$ cat src/fics_pkg.sv
// Package for the fast interrupt context swap block.
// Assumes a 100 MHz CPU clock and a 32-bit Avalon-MM register bus.
package fics_pkg;

    // ------------------------------------------------------------
    // Register indices (byte address is four times the index)
    // ------------------------------------------------------------
    localparam logic [7:0] VP_HIGH_IDX = 8'hDA;
    localparam logic [7:0] VP_LOW_IDX = 8'hDB;
    localparam logic [7:0] SYS_MODE_IDX = 8'hDE;
    localparam logic [7:0] FLAGS_IDX = 8'hD5;
    localparam int ADDR_W = 10;
    localparam int DATA_W = 32;

    // ------------------------------------------------------------
    // Field positions and reset values
    // ------------------------------------------------------------
    localparam int MODE_GIE_BIT = 0;
    localparam int MODE_FAST_EN_BIT = 1;
    localparam int MODE_LEVEL_LSB = 2;
    localparam int MODE_LEVEL_W = 3;
    localparam int FLAG_FAST_BIT = 1;
    localparam logic [7:0] MODE_RESET = 8'h00;
    localparam logic [7:0] FLAGS_RESET = 8'h00;
    localparam logic [15:0] VP_RESET = 16'h0000;
    localparam logic [7:0] FAST_MASK = 8'h02;

    // ------------------------------------------------------------
    // Entry timing in clock cycles
    // ------------------------------------------------------------
    localparam int FAST_ENTRY_CYCLES = 6;
    localparam int NORMAL_ENTRY_CYCLES = 16;
    localparam int CNT_W = 5;

    // ------------------------------------------------------------
    // Types
    // ------------------------------------------------------------
    typedef enum logic [1:0] {
        FICS_IDLE = 2'b00,
        FICS_FAST = 2'b01,
        FICS_NORMAL = 2'b10
    } fics_state_t;

    typedef struct packed {
        logic irqAck;
        logic [2:0] irqLevel;
        logic returnExec;
        logic enableExec;
        logic disableExec;
        logic [15:0] pc;
        logic [7:0] flags;
    } fics_cpu_in_t;

    typedef struct packed {
        logic pcLoad;
        logic [15:0] pcValue;
        logic flagsLoad;
        logic [7:0] flagsValue;
        logic stackEntry;
        logic entryBusy;
        logic entryDone;
        logic pendingClear;
    } fics_cpu_out_t;

endpackage

$ cat src/fics_fast_interrupt.sv
// Fast interrupt context swap: mode register, vector pointer, shadow
// flags and the entry/return sequencer. Assumes the CPU sequencer
// gives one-cycle strobes on the same clock and owns the PC and flags.
// Operation
// - Fast entry completes in six cycles; normal vectored entry takes sixteen.
// - Mode register bits 4..2 select the single fast interrupt level.
// - Mode register bit 1 alone turns the fast path on or off.
// - Any of the eight levels, zero to seven, may be selected.
// - Fast entry swaps the program counter with the vector pointer.
// - Fast entry copies live flags into an unmapped shadow register.
// - Fast entry sets the fast status bit in the shadow copy.
// - Return with fast status set swaps vector pointer and PC back.
// - Fast return restores live flags from the shadow register.
// - Fast return clears the fast status bit in live flags.
// - Fast path works for hardware- and software-cleared pending bits.
// - Global enable and disable gate all servicing, fast path included; the block gates only irqGrant, and an irqAck still starts entry.
// - Vector pointer is a 16-bit pair at indices DAH and DBH.
// - Fast status indication sits in flags bit 1.
// - Interrupt return sets global enable bit 0 of the mode register.
//
// Decided for this implementation: the Avalon-MM interface to the registers and the placing of the registers.
`timescale 1ns/100ps
`default_nettype none
module fics_fast_interrupt
    import fics_pkg::*;
#(
    parameter int FAST_CYCLES = FAST_ENTRY_CYCLES,
    parameter int NORMAL_CYCLES = NORMAL_ENTRY_CYCLES
) (
    // Clock and reset
    input wire logic clock,
    input wire logic reset_n,
    // Avalon-MM slave
    input wire logic [fics_pkg::ADDR_W-1:0] address,
    input wire logic read,
    input wire logic write,
    input wire logic [fics_pkg::DATA_W-1:0] writedata,
    output logic [fics_pkg::DATA_W-1:0] readdata,
    output logic waitrequest,
    // Interrupt request side
    input wire logic irqPending,
    output logic irqGrant,
    // CPU datapath side
    input wire fics_pkg::fics_cpu_in_t cpuIn,
    output fics_pkg::fics_cpu_out_t cpuOut
);
    import fics_pkg::*;

    // ------------------------------------------------------------
    // Decode
    // ------------------------------------------------------------
    function automatic logic hitIdx(input logic [ADDR_W-1:0] a,
                                    input logic [7:0] idx);
        hitIdx = (a[1:0] == 2'b00) && (a[ADDR_W-1:2] == idx);
    endfunction

    logic [7:0] sysMode_q;
    logic [15:0] vectorPtr_q;
    logic [7:0] shadowFlags_q;
    fics_state_t state_q;
    logic [CNT_W-1:0] count_q;
    logic readPhase_q;
    logic [DATA_W-1:0] readdata_q;
    fics_cpu_out_t out_q;

    logic wrMode;
    logic wrVpHigh;
    logic wrVpLow;
    logic fastMatch;
    logic fastEntry;
    logic normalEntry;
    logic fastReturn;
    logic globalEnable;
    logic [2:0] fastLevel;

    assign wrMode = write && hitIdx(address, SYS_MODE_IDX);
    assign wrVpHigh = write && hitIdx(address, VP_HIGH_IDX);
    assign wrVpLow = write && hitIdx(address, VP_LOW_IDX);
    assign globalEnable = sysMode_q[MODE_GIE_BIT];
    assign fastLevel = sysMode_q[MODE_LEVEL_LSB +: MODE_LEVEL_W];

    // ------------------------------------------------------------
    // Entry decision
    // ------------------------------------------------------------
    // global gate
    assign irqGrant = irqPending && globalEnable && (state_q == FICS_IDLE);
    assign fastMatch = sysMode_q[MODE_FAST_EN_BIT]
                       && (cpuIn.irqLevel == fastLevel);
    assign fastEntry = cpuIn.irqAck && (state_q == FICS_IDLE) && fastMatch;
    assign normalEntry = cpuIn.irqAck && (state_q == FICS_IDLE)
                         && !fastMatch;
    // return keyed on live status bit
    assign fastReturn = cpuIn.returnExec && cpuIn.flags[FLAG_FAST_BIT];

    // ------------------------------------------------------------
    // Mode register
    // ------------------------------------------------------------
    // Hardware events come last so they win over a bus write
    always_ff @(posedge clock or negedge reset_n) begin
        if (!reset_n) begin
            sysMode_q <= MODE_RESET;
        end else begin
            if (wrMode) begin
                sysMode_q <= writedata[7:0];
            end
            if (cpuIn.enableExec) begin
                sysMode_q[MODE_GIE_BIT] <= 1'b1;
            end
            if (cpuIn.disableExec) begin
                sysMode_q[MODE_GIE_BIT] <= 1'b0;
            end
            if (cpuIn.irqAck) begin
                sysMode_q[MODE_GIE_BIT] <= 1'b0;
            end
            if (cpuIn.returnExec) begin
                sysMode_q[MODE_GIE_BIT] <= 1'b1;
            end
        end
    end

    // ------------------------------------------------------------
    // Vector pointer pair
    // ------------------------------------------------------------
    // two byte halves
    // swap on fast entry
    // Swap wins; a bus write in the same cycle is lost
    always_ff @(posedge clock or negedge reset_n) begin
        if (!reset_n) begin
            vectorPtr_q <= VP_RESET;
        end else if (fastEntry || fastReturn) begin
            vectorPtr_q <= cpuIn.pc;
        end else begin
            if (wrVpHigh) begin
                vectorPtr_q[15:8] <= writedata[7:0];
            end
            if (wrVpLow) begin
                vectorPtr_q[7:0] <= writedata[7:0];
            end
        end
    end

    // ------------------------------------------------------------
    // Shadow flags
    // ------------------------------------------------------------
    // unmapped copy
    always_ff @(posedge clock or negedge reset_n) begin
        if (!reset_n) begin
            shadowFlags_q <= FLAGS_RESET;
        end else if (fastEntry) begin
            shadowFlags_q <= cpuIn.flags | FAST_MASK;
        end
    end

    // ------------------------------------------------------------
    // Entry sequencer
    // ------------------------------------------------------------
    // entry cycle counts
    // Count loads N-1 so busy stands exactly N cycles
    always_ff @(posedge clock or negedge reset_n) begin
        if (!reset_n) begin
            state_q <= FICS_IDLE;
            count_q <= '0;
        end else begin
            case (state_q)
                FICS_IDLE: begin
                    if (fastEntry) begin
                        state_q <= FICS_FAST;
                        count_q <= CNT_W'(FAST_CYCLES - 1);
                    end else if (normalEntry) begin
                        state_q <= FICS_NORMAL;
                        count_q <= CNT_W'(NORMAL_CYCLES - 1);
                    end
                end
                FICS_FAST, FICS_NORMAL: begin
                    if (count_q == '0) begin
                        state_q <= FICS_IDLE;
                    end else begin
                        count_q <= count_q - 1'b1;
                    end
                end
                default: begin
                    state_q <= FICS_IDLE;
                    count_q <= '0;
                end
            endcase
        end
    end

    // ------------------------------------------------------------
    // CPU datapath outputs
    // ------------------------------------------------------------
    always_ff @(posedge clock or negedge reset_n) begin
        if (!reset_n) begin
            out_q <= '0;
        end else begin
            out_q.pcLoad <= fastEntry || fastReturn;
            if (fastEntry || fastReturn) begin
                out_q.pcValue <= vectorPtr_q;
            end
            out_q.flagsLoad <= fastReturn;
            if (fastReturn) begin
                out_q.flagsValue <= shadowFlags_q & ~FAST_MASK;
            end
            out_q.stackEntry <= normalEntry;
            out_q.entryBusy <= fastEntry || normalEntry
                               || ((state_q != FICS_IDLE)
                                   && (count_q != '0));
            out_q.entryDone <= (state_q != FICS_IDLE) && (count_q == '0);
            // same clear strobe both pending types
            out_q.pendingClear <= cpuIn.irqAck;
        end
    end
    assign cpuOut = out_q;

    // ------------------------------------------------------------
    // Bus slave
    // ------------------------------------------------------------
    // Reads wait one cycle so read data comes from a flip-flop
    // Writes never wait; unmapped reads return zero
    always_ff @(posedge clock or negedge reset_n) begin
        if (!reset_n) begin
            readPhase_q <= 1'b0;
            readdata_q <= '0;
        end else begin
            readPhase_q <= read && !readPhase_q;
            if (read && !readPhase_q) begin
                if (hitIdx(address, SYS_MODE_IDX)) begin
                    readdata_q <= {24'h00_0000, sysMode_q};
                end else if (hitIdx(address, VP_HIGH_IDX)) begin
                    readdata_q <= {24'h00_0000, vectorPtr_q[15:8]};
                end else if (hitIdx(address, VP_LOW_IDX)) begin
                    readdata_q <= {24'h00_0000, vectorPtr_q[7:0]};
                end else if (hitIdx(address, FLAGS_IDX)) begin
                    readdata_q <= {24'h00_0000, cpuIn.flags};
                end else begin
                    readdata_q <= '0;
                end
            end
        end
    end
    assign readdata = readdata_q;
    assign waitrequest = read && !readPhase_q;
endmodule
`default_nettype wire

$ cat config.mk
export PLATFORM = sky130hd
export DESIGN_NAME = fics_fast_interrupt
export DESIGN_NICKNAME = d
export VERILOG_FILES = /design/src/fics_pkg.sv /design/src/fics_fast_interrupt.sv
export SDC_FILE = /design/constraint.sdc
export NUM_CORES = 1
export LEC_CHECK = 0
export BUFFER_PORTS_ARGS = -buffer_cell sky130_fd_sc_hd__buf_2
export CAP_MARGIN = 0
export CORE_UTILIZATION = 34
export CTS_BUF_LIST = sky130_fd_sc_hd__clkbuf_8
export CTS_CLUSTER_SIZE = 30
export DETAILED_ROUTE_END_ITERATION = 6
export GPL_ROUTABILITY_DRIVEN = 0
export PLACE_DENSITY = 0.62
export SLEW_MARGIN = 30
export SYNTH_ARGS = -nofsm -noshare
export SYNTH_HDL_FRONTEND = slang
export SYNTH_SLANG_ARGS = --single-unit
$ cat constraint.sdc
create_clock -name clock -period 2.6 [get_ports clock]
set_clock_uncertainty 0.1 [all_clocks]
set_input_delay 0.26 -clock clock [delete_from_list [all_inputs] [get_ports clock]]
set_output_delay 0.26 -clock clock [all_outputs]
set_load 0.01 [all_outputs]
* Yosys cells after proc, flatten, opt, wreduce, memory -nomap -nowiden
Index checks and enable logic that the tools add are counted.
** Storage, ports and cells
- Flip-flop bits (word level) :: 101
- Input bits :: 78
- Output and inout port bits :: 64
- Word-level logic and storage cells :: 81
** Cells by class
- Add/sub/neg operators :: 1
- Equality and inequality tests :: 10
- Multiplexer cells :: 20
- Reduce and logical (&&, ||, !) cells :: 33
** Operators with widths (number)
- 8-bit 2-to-1 mux :: 6
- 8-bit == test (second input constant) :: 4
- 1-bit logical AND :: 17
- 16-bit 2-to-1 mux :: 1
- 5-bit 2-to-1 mux :: 3
- 5-bit one-hot mux with 2 select lines :: 1
- 5-bit nonzero test :: 2
- 2-bit 2-to-1 mux :: 3
- 2-bit nonzero test :: 3
- 5-bit logical NOT :: 1
- 1-bit 2-to-1 mux :: 5
- 5-bit by 1-bit subtractor with 5-bit output (second input constant) :: 1
- 2-bit logical NOT :: 2
- 2-bit inequality test (second input constant) :: 2
- 2-bit one-hot mux with 2 select lines :: 1
- 2-bit AND reduction :: 2
- 3-bit == test :: 1
- 1-bit logical OR :: 3
- 3-bit inequality test (second input constant) :: 1
- 2-bit by 1-bit == test with 1-bit output (second input constant) :: 1
- 2-bit == test (second input constant) :: 1
- 1-bit logical NOT :: 2
- 2-bit OR reduction :: 1

* Longest topological paths before layout
Gate-level depths: netlist (run 1).
- Word-level depth :: 8
- Depth in mapped cells :: 7
- Mapped depth without buffers :: 6

* Worst setup path after synthesis (run 1)
No wires, ideal clock.
- Path kind :: register -> register
- Start :: reg state_q[0]
- End :: reg vectorPtr_q[10]
- Setup time :: 125 ps
- Arrival time :: 1541 ps
- Data required time :: 2375 ps
- Path slack :: 834 ps
- Stages on the path, launching flop included :: 7
- Buffers on the path :: 1
- Clock period less this slack :: 1766 ps
- Cell sequence :: dfrtp_1 inv_1 ha_1 nand2_1 o21ai_2 buf_4 mux2_2
** On the way
- Word-level cells in the longest chain between the ends :: 5
- Elaborated cells between the ends (all ways) :: 6
- Those cells by class :: 1 x mux; 5 x reduce/logical
** Ends and longest elaborated chain
- start, declared :: RTL line fics_fast_interrupt.sv:60 : fics_state_t state_q;
- start signal, assigned :: RTL line fics_fast_interrupt.sv:161 : state_q <= FICS_IDLE;
- start signal, assigned :: RTL line fics_fast_interrupt.sv:167 : state_q <= FICS_FAST;
- start signal, assigned :: RTL line fics_fast_interrupt.sv:170 : state_q <= FICS_NORMAL;
- 2-bit logical NOT (*) :: RTL line fics_fast_interrupt.sv:89 : assign fastEntry = cpuIn.irqAck && (state_q == FICS_IDLE) && fastMatch;
- 1-bit logical AND (*) (2 in a row) :: RTL line fics_fast_interrupt.sv:89
- 1-bit logical OR (*) :: RTL line fics_fast_interrupt.sv:130 : end else if (fastEntry || fastReturn) begin
- 16-bit 2-to-1 mux or 2-bit nonzero test (tied branches)
- end signal, assigned :: RTL line fics_fast_interrupt.sv:131 : vectorPtr_q <= cpuIn.pc;
- end signal, assigned :: RTL line fics_fast_interrupt.sv:134 : vectorPtr_q[15:8] <= writedata[7:0];
- end, declared :: RTL line fics_fast_interrupt.sv:58 : logic [15:0] vectorPtr_q;
Mark *: on every way between the ends. The rest lies on a longest branch, timed or not.
A chain may end at the register's enable or synchronous reset.

* Worst setup path in the final report (run 1)
- Start :: in address[7] (netlist name)
- End :: reg sysMode_q[0]
** On the way
- Word-level cells in the longest chain between the ends :: 4
** Ends and longest elaborated chain
- start, declared :: RTL line fics_fast_interrupt.sv:34 : input wire logic [fics_pkg::ADDR_W-1:0] address,
- 8-bit == test :: RTL line fics_fast_interrupt.sv:54 : hitIdx = (a[1:0] == 2'b00) && (a[ADDR_W-1:2] == idx);
- 1-bit logical AND :: RTL line fics_fast_interrupt.sv:54
- 1-bit logical AND :: RTL line fics_fast_interrupt.sv:76 : assign wrMode = write && hitIdx(address, SYS_MODE_IDX);
- 5-bit nonzero test (no line)
- end signal, assigned :: RTL line fics_fast_interrupt.sv:104 : sysMode_q <= writedata[7:0];
- end, declared :: RTL line fics_fast_interrupt.sv:57 : logic [7:0] sysMode_q;
Every way passes these cells.

==> results.sh, run 1 <==
export IMPL_status="completed"
export IMPL_firstDrtPassIters=6
export IMPL_synth_area_top_cells="dfrtp_1, mux2_2, buf_4, o21ai_0, a22o_1"
export IMPL_grt_setup_unrepaired="no"
export IMPL_ioPinCount=142
export IMPL_areaGrowthSynthToFinish_pct=18.6
export IMPL_ys_top_cells_by_count="dfrtp_1, mux2_2, buf_4, o21ai_0, nor2_1"
export IMPL_cap_violations=0
export IMPL_grt_pass1_vias=2636
export IMPL_initial_core_util=0.349
export IMPL_ctsHtreeMaxLevel=3
export IMPL_instances_no_fill=554
export IMPL_leakage_nw=2.20
export IMPL_ctsLongestPathBuffers=2
export IMPL_gr_usage_all_layers=0.161
export IMPL_clk_latency_ns=0.35
export IMPL_drc=0
export IMPL_netlist_area_leader_share=0.502
export IMPL_synth_edf_count=0
export IMPL_grt_ovfl_total=0
export IMPL_coreArea_sq_mm=0.0108
export IMPL_vias=2701
export IMPL_port_buffer_count=92
export IMPL_grt_max_degree=77
export IMPL_final_area_sq_mm=0.00449
export IMPL_final_nets=494
export IMPL_crit_type="in2reg"
export IMPL_cts_tree="yes"
export IMPL_period_minus_slack_ns=2.03
export IMPL_die_h_um=108
export IMPL_p_int_w=0.00203
export IMPL_wl_um=8670
export IMPL_drive_above_1_share=0.444
export IMPL_crit_path_end_kind="register"
export IMPL_async_reset_ff_frac=1.00
export IMPL_finalMaxSlewViolations=0
export IMPL_fin_crit_sh=0.779
export IMPL_critPathLaunchType="primary input"
export IMPL_slowest_stage="dlygate4sd3_1"
export IMPL_peakVddDrop_mv=0.276
export IMPL_path_delay_family="simple AND/OR/NAND/NOR gates"
export IMPL_path_max_fanout=8
export IMPL_seqPwrFrac=0.502
export IMPL_antenna_found_initial=0
export IMPL_synth_area_leader_cell="dfrtp_1"
export IMPL_ys_flop_type="dfrtp_1"
export IMPL_path_buf_inv=2
export IMPL_dieArea_sq_mm=0.0116
export IMPL_synth_warnings=0
export IMPL_netlist_area_sq_mm=0.00378
export IMPL_syn_avg_cell_area_sq_um=12.1
export IMPL_yosysMostFrequentCell="dfrtp_1"
export IMPL_ys_types=47
export IMPL_reg2reg_slack_ns=0.66
export IMPL_hpwl_um=6460
export IMPL_cts_sinks=76
export IMPL_tightest_slew_ns=0.736
export IMPL_worst_path_largest_cell_delay_ns=0.55
export IMPL_crit_chain="buf_2, and4b_1, nand4_2, a221oi_1, o31ai_1, dlygate4sd3_1"
export IMPL_via_per_inst=4.88
export IMPL_ys_seq_area_frac=0.502
export IMPL_maxSlewHeadroom=0.508
export IMPL_place_inst=537
export IMPL_die_w_um=108
export IMPL_ant_nets=0
export IMPL_dpl_cell_area_sq_mm=0.00430
export IMPL_switching_share=0.310
export IMPL_cp_arrival_ns=2.17
export IMPL_diodes=0
export IMPL_cts_buffers=9
export IMPL_netlist_instances=313
export IMPL_synth_seq_cells=76
export IMPL_p_clk_frac=0.250
export IMPL_dr_first_iter_drc_count=84
export IMPL_fp_row_count=38
export IMPL_finalSetupTns_ns=0
export IMPL_setup_viol=0
export IMPL_max_freq_mhz=494
export IMPL_hp_class="in2reg"
export IMPL_cp_required_ns=2.74
export IMPL_wire_per_inst_um=15.6
export IMPL_cts_resized=0
export IMPL_ctsRootBufferMaster="clkbuf_8"
export IMPL_cts_clk_slew_worst_paths_ns=0.08
export IMPL_final_hold_violation_count=0
export IMPL_power_frac_comb=0.248
export IMPL_p_per_area_mw_per_mm2=655
export IMPL_grt_pass1_wl_um=13700
export IMPL_p_sw_w=0.000912
[worst reg2reg max path, delay by kind of cell, from the launching register on]
| kind | cells | cell delay [ns] |
|---|---|---|
| flops | 1 | 0.41 |
| mux | 1 | 0.37 |
| buf+inv | 2 | 0.33 |
| fa+ha+maj | 1 | 0.23 |
| compound gates | 1 | 0.19 |
| simple gates | 1 | 0.18 |
[state kept, by name (all words and copies together) (netlist names)]
name and cells:
vectorPtr_q 16, readPhase_q 1, readdata 8, sysMode_q 8, state_q 2, cpuOut 29, count_q 5, shadowFlags_q 7
[worst paths after layout]
check / start / to / cells after the start
setup / recovery: address[7] / sysMode_q[0] / 6
hold / removal: cpuIn[14] / vectorPtr_q[6] / 2
setup reg to reg: state_q[1] / cpuOut[21] / 6
hold reg to reg: cpuOut[10] / cpuOut[10] / 1
max in group asynchronous: reset_n / vectorPtr_q[15] / 2
min in group asynchronous: reset_n / shadowFlags_q[4] / 2
[per-layer routing]
metal	routed length, um	vias to the layer above	GRT usage	part of all wire
met4	112	0	0.0597	0.013
met5	0	-	0	0
met3	530	10	0.0436	0.061
li1	-	1276	-	-
met2	4110	88	0.255	0.47
met1	3920	1327	0.208	0.45
[cell families (layout without fill, tap and decap cells)]
kind of cell / Yosys count / after routing / share of synthesized area
AO/OA/AOI/OAI: 52 / 52 / 0.0896
XOR/XNOR: 4 / 4 / 0.00926
adder cells (fa/ha/maj): 4 / 4 / 0.0132
buffers and inverters: 43 / 120 / 0.0707
flip-flops: 76 / 76 / 0.502
multiplexers: 71 / 71 / 0.211
other: 1 / 25 / 0.000991
AND/OR/NAND/NOR: 62 / 62 / 0.103
[power by group through the flow]
stage	clock, W	combinational (W)	sequential [W]
5_1_grt	0.000817	0.000823	0.00150
3_5_place_dp	0	0.000730	0.00150
2_1_floorplan	0	0.000463	0.00152
4_1_cts	0.000773	0.000739	0.00148
3_3_place_gp	0	0.000717	0.00150
6_report	0.000735	0.000729	0.00148
[cell type report]
type,instances,area [sq um]
Fill cell,1069,6350
Multi-Input combinational cell,218,1710
Clock inverter,4,21.3
Sequential cell,76,1900
Inverter,7,26.3
Tap cell,140,175
Clock buffer,9,124
Timing Repair Buffer,100,537
[per-stage QoR]
step                      worst slack (ns)   util  total power (W)  hold WS [ns]
final                                0.574  0.414          0.00294        0.0429
after global routing                 0.451  0.414          0.00314        0.0346
after CTS                            0.602  0.414          0.00299        0.0157
after detailed placement             0.672  0.397          0.00223         0.345
after global placement               0.686  0.397          0.00221         0.340
after floorplan                      0.834      -          0.00198        -0.136
[placed cells by master (no fill, tap or decap), types with 4 or more instances in the layout]
master	instances
o21ai_0	19
inv_1	8
a22o_1	9
nor2_1	18
mux2_2	69
dlygate4sd3_1	4
a211oi_1	7
buf_4	4
conb_1	25
ha_1	4
nand2_1	9
a21oi_1	9
dfrtp_1	76
buf_2	91
nor2b_1	5
clkbuf_8	9
[what timing repair did]
item,in CTS,in global routing
setup buffers,0,0
endpoints found under the hold margin,45,0
hold buffers,4,0
Power figures use the tool's default switching activity.
==> run 2, diff against run 1 <==
Clock period 2.6 ns to 1.95 ns, I/O delays scaled along.
==> run 2 against run 1 <==
  * Die area is the same
  * Cell count grew 6.0%
  * Core utilization grew 3.3 points
  * Routed wire length grew 3.0%
  * Via count grew 4.6%
  * Register-to-register slack lost 0.56 ns
  * Sequential power grew 34%
  * Worst setup slack lost 0.47 ns
  * Sequential cell count is the same
  * Worst hold slack lost 0.034 ns
  * Critical path type is now reg2reg
  * Largest cell class unchanged
  * Highest routed layer unchanged
==> results.sh, run 2 (same netlist as run 1, synthesis figures left out) <==
export IMPL_max_freq_mhz=541
export IMPL_ioPinCount=142
export IMPL_crit_path_end_kind="register"
export IMPL_firstDrtPassIters=4
export IMPL_grt_pass1_wl_um=14200
export IMPL_pre_cts_ws_ns=0.0586
export IMPL_final_util=0.447
export IMPL_diodes=0
export IMPL_via_per_inst=4.81
export IMPL_crit_type="reg2reg"
export IMPL_layout_common_cells="buf_2, dfrtp_1, mux2_2"
export IMPL_leakage_nw=2.35
export IMPL_hold_depth=2
export IMPL_wl_um=8930
export IMPL_fin_crit_sh=0.947
export IMPL_status="completed"
export IMPL_cap_violations=0
export IMPL_grt_max_degree=32
export IMPL_cts_tree="yes"
export IMPL_dieArea_sq_mm=0.0116
export IMPL_hpwl_um=6770
export IMPL_finalMaxSlewViolations=0
export IMPL_dr_first_iter_drc_count=75
export IMPL_cts_clk_slew_worst_paths_ns=0.08
export IMPL_initial_core_util=0.349
export IMPL_ant_nets=0
export IMPL_cp_arrival_ns=2.04
export IMPL_clk_latency_ns=0.36
export IMPL_final_area_sq_mm=0.00485
export IMPL_fin_ws_ns=0.103
export IMPL_final_hold_violation_count=0
export IMPL_slowest_stage="dfrtp_1"
export IMPL_worst_path_largest_cell_delay_ns=0.39
export IMPL_r2r_start="state_q[0]"
export IMPL_die_w_um=108
export IMPL_port_buffer_count=92
export IMPL_cts_sinks=76
export IMPL_grt_ovfl_total=0
export IMPL_regToRegEndpoint="count_q[3]"
export IMPL_path_delay_family="simple AND/OR/NAND/NOR gates"
export IMPL_dpl_cell_area_sq_mm=0.00440
export IMPL_areaGrowthSynthToFinish_pct=28.1
export IMPL_wire_per_inst_um=15.2
export IMPL_grt_pass1_vias=2754
export IMPL_final_nets=524
export IMPL_hold_end="sysMode_q[7]"
export IMPL_coreArea_sq_mm=0.0108
export IMPL_ctsLongestPathBuffers=2
export IMPL_ctsHtreeMaxLevel=3
export IMPL_final_common_cell="buf_2"
export IMPL_cts_buffers=9
export IMPL_gr_usage_all_layers=0.164
export IMPL_path_max_fanout=11
export IMPL_setup_viol=0
export IMPL_die_h_um=108
export IMPL_cp_required_ns=2.14
export IMPL_antenna_found_initial=0
export IMPL_n_fill_cell=1034
export IMPL_period_minus_slack_ns=1.85
export IMPL_reg2reg_slack_ns=0.10
export IMPL_path_buf_inv=2
export IMPL_area_sequential_sq_mm=0.00190
export IMPL_multi_input_area_sq_mm=0.00171
export IMPL_p_per_area_mw_per_mm2=880
export IMPL_min_from="writedata[7]"
export IMPL_fp_row_count=38
export IMPL_drc=0
export IMPL_peakVddDrop_mv=0.540
export IMPL_reg2reg_depth=7
export IMPL_hp_class="in2reg"
export IMPL_total_power_w=0.00427
export IMPL_grt_setup_unrepaired="yes"
export IMPL_vias=2824
export IMPL_largest_register_ffs=29
export IMPL_drive_above_1_share=0.445
export IMPL_ctsRootBufferMaster="clkbuf_8"
export IMPL_critPathLaunchType="register"
export IMPL_crit_chain="inv_1, ha_1, nor2b_1, buf_4, or3_1, a211o_1, nand3_1"
[run 2: metal layers]
| metal | vias to the layer above | GRT usage | part of all wire | wire length [um] |
|---|---|---|---|---|
| met5 | - | 0 | 0 | 0 |
| met3 | 11 | 0.0381 | 0.062 | 550 |
| li1 | 1341 | - | - | - |
| met2 | 95 | 0.265 | 0.48 | 4260 |
| met1 | 1377 | 0.213 | 0.45 | 3990 |
| met4 | 0 | 0.0616 | 0.014 | 125 |
[run 2: area by class of cell]
cell class              instances  area share
inverters                       7     0.00542
repair buffers                130       0.171
multi-input cells             218       0.353
well taps                     140      0.0361
flip-flops and latches         76       0.392
clock buffers                   9      0.0255
clock inverters                 7      0.0160
[run 2: metrics by stage]
step	TNS (ns)	std cells	hold WS [ns]
CTS	0	585	0.00257
global placement	0	547	0.0548
floorplan	0	337	-0.201
detailed placement	0	547	0.0610
finish	0	587	0.00844
global route	-0.0573	587	0.0100
[run 2: worst max-delay path by stage]
stage | cells after the start | end | start | slack, ns
after floorplan | 6 | vectorPtr_q[10] | state_q[0] | 0.18
after global placement | 6 | count_q[3] | count_q[0] | 0.11
after detailed placement | 6 | count_q[3] | count_q[0] | 0.06
after CTS | 6 | count_q[3] | count_q[0] | 0.05
after global routing | 6 | count_q[1] | count_q[0] | -0.01
final | 7 | count_q[3] | state_q[0] | 0.10
[run 2: report_power, final]
group / internal [W] / switching, W
clock: 0.000594 / 0.000630
sequential: 0.00181 / 0.000172
combinational: 0.000539 / 0.000526
[run 2: what timing repair did]
item                                   CTS  global route
resized for setup                        0             1
endpoints found under the hold margin   49             1
setup endpoints to repair                0            11
setup buffers                            0             1
hold buffers                            22             1
==> run 3, diff against run 2 <==
Settings changed: SETUP_SLACK_MARGIN set to 0.5.
==> run 3 against run 2 <==
  * Clock power decreased by 7%
  * Critical path depth decreased by 1
  * Worst setup slack improved by 0.040 ns
  * Core utilization increased by 3.4 points
  * Non-clock buffer count increased by 22
  * Count of clock-buffer cells in the layout increased by 1
  * Design area increased by 7.5%
  * Sequential cell count unchanged
  * Cell count increased by 3.7%
  * Via count increased by 4.5%
  * Sequential share of layout area decreased by 2.7 points
  * Largest cell class unchanged
  * Largest power group unchanged
==> results.sh, run 3 (same netlist as run 1, synthesis figures left out) <==
export IMPL_area_sequential_sq_mm=0.00190
export IMPL_cp_required_ns=2.09
export IMPL_slowest_stage="dfrtp_1"
export IMPL_min_from="cpuIn[5]"
export IMPL_path_max_fanout=8
export IMPL_crit_type="reg2reg"
export IMPL_grt_pass1_wl_um=14600
export IMPL_diodes=0
export IMPL_r2r_start="sysMode_q[3]"
export IMPL_vias=2951
export IMPL_final_common_cell="buf_2"
export IMPL_period_minus_slack_ns=1.81
export IMPL_wl_um=9730
export IMPL_n_fill_cell=1013
export IMPL_hold_depth=2
export IMPL_crit_path_end_kind="register"
export IMPL_hpwl_um=6780
export IMPL_clk_latency_ns=0.36
export IMPL_grt_pass1_vias=2839
export IMPL_critPathLaunchType="register"
export IMPL_total_power_w=0.00468
export IMPL_hold_end="shadowFlags_q[5]"
export IMPL_wl_met3_um=570
export IMPL_drc=0
export IMPL_ctsLongestPathBuffers=2
export IMPL_reg2reg_slack_ns=0.14
export IMPL_cts_tree="yes"
export IMPL_dieArea_sq_mm=0.0116
export IMPL_regToRegEndpoint="shadowFlags_q[2]"
export IMPL_areaGrowthSynthToFinish_pct=37.8
export IMPL_ctsRootBufferMaster="clkbuf_8"
export IMPL_final_nets=546
export IMPL_worst_path_largest_cell_delay_ns=0.41
export IMPL_finalMaxSlewViolations=0
export IMPL_port_buffer_count=92
export IMPL_hp_class="in2reg"
export IMPL_ctsHtreeMaxLevel=3
export IMPL_final_hold_violation_count=0
export IMPL_gr_usage_all_layers=0.170
export IMPL_path_buf_inv=2
export IMPL_top_layer="met4"
export IMPL_ant_nets=0
export IMPL_cts_buffers=9
export IMPL_reg2reg_depth=6
export IMPL_finalSetupTns_ns=0
export IMPL_max_freq_mhz=553
export IMPL_drive_above_1_share=0.520
export IMPL_initial_core_util=0.349
export IMPL_largest_register_ffs=29
export IMPL_coreArea_sq_mm=0.0108
export IMPL_multi_input_area_sq_mm=0.00187
export IMPL_cap_violations=0
export IMPL_antenna_found_initial=0
export IMPL_ioPinCount=142
export IMPL_dr_first_iter_drc_count=78
export IMPL_layout_common_cells="buf_2, dfrtp_1, mux2_2"
export IMPL_met2_length_um=4760
export IMPL_via_per_inst=4.85
export IMPL_crit_cells=6
export IMPL_die_h_um=108
export IMPL_cp_arrival_ns=1.95
export IMPL_p_per_area_mw_per_mm2=897
export IMPL_cts_clk_slew_worst_paths_ns=0.09
export IMPL_fp_row_count=38
export IMPL_path_delay_family="flip-flops"
export IMPL_peakVddDrop_mv=0.440
export IMPL_firstDrtPassIters=4
export IMPL_cts_sinks=76
export IMPL_status="completed"
export IMPL_fin_crit_sh=0.927
export IMPL_setup_viol=0
export IMPL_crit_chain="xnor2_1, nand4_1, buf_4, nor2_4, buf_12, mux2_2"
export IMPL_grt_ovfl_total=0
export IMPL_leakage_nw=2.50
export IMPL_wl_met1_um=4230
export IMPL_wire_per_inst_um=16.0
export IMPL_die_w_um=108
export IMPL_grt_max_degree=48
export IMPL_fin_hold_ws_ns=0.0124
export IMPL_grt_setup_unrepaired="yes"
run 3: changes by cell type in the layout (fill, tap and decap cells not counted), moves of 4 or more:
| cell | change |
|---|---|
| buf_4 | +12 |
| buf_6 | +7 |
| ha_1 | -4 |
| mux2_2 | -6 |
| mux2_4 | +6 |
run 3: stage by stage:
step	setup WS, ns	area [sq um]	instances	utilization
global route	0.0731	5220	609	0.481
detailed placement	0.123	4440	544	0.410
global placement	0.152	4440	544	0.410
finish	0.143	5220	609	0.481
CTS	0.146	5040	598	0.465
floorplan	0.234	3930	337	-
run 3: worst max-delay path by stage:
stage | startpoint | endpoint | slack, ns
after floorplan | sysMode_q[3] | vectorPtr_q[10] | 0.23
after global placement | address[7] | vectorPtr_q[2] | 0.15
after detailed placement | count_q[0] | count_q[1] | 0.12
after CTS | sysMode_q[2] | cpuOut[16] | 0.15
after global routing | sysMode_q[3] | shadowFlags_q[2] | 0.07
final | sysMode_q[3] | shadowFlags_q[2] | 0.14
run 3: metal layers:
| layer | global-route usage | up-vias |
|---|---|---|
| met5 | 0 | - |
| met4 | 0.0626 | 0 |
| met3 | 0.0454 | 15 |
| met2 | 0.284 | 105 |
| met1 | 0.210 | 1454 |
| li1 | - | 1377 |
run 3: cell type report:
cell class                      count  area share
Multi-Input combinational cell    218       0.359
Sequential cell                    76       0.365
Inverter                            7     0.00504
Clock inverter                      6     0.00936
Tap cell                          140      0.0336
Timing Repair Buffer              152       0.202
Clock buffer                       10      0.0264
run 3: timing repair:
action	4_1_cts	5_1_grt
buffers inserted	12	11
endpoints found under the hold margin	51	0
hold buffers	24	0
gates cloned	2	0
setup endpoints to repair	49	54
pin swaps	8	9
resized for setup	19	25
run 3: power by group:
part | switching, W | total [W] | internal [W]
registers | 0.000180 | 0.00199 | 0.00181
logic | 0.000697 | 0.00155 | 0.000849
clock network | 0.000639 | 0.00114 | 0.000505
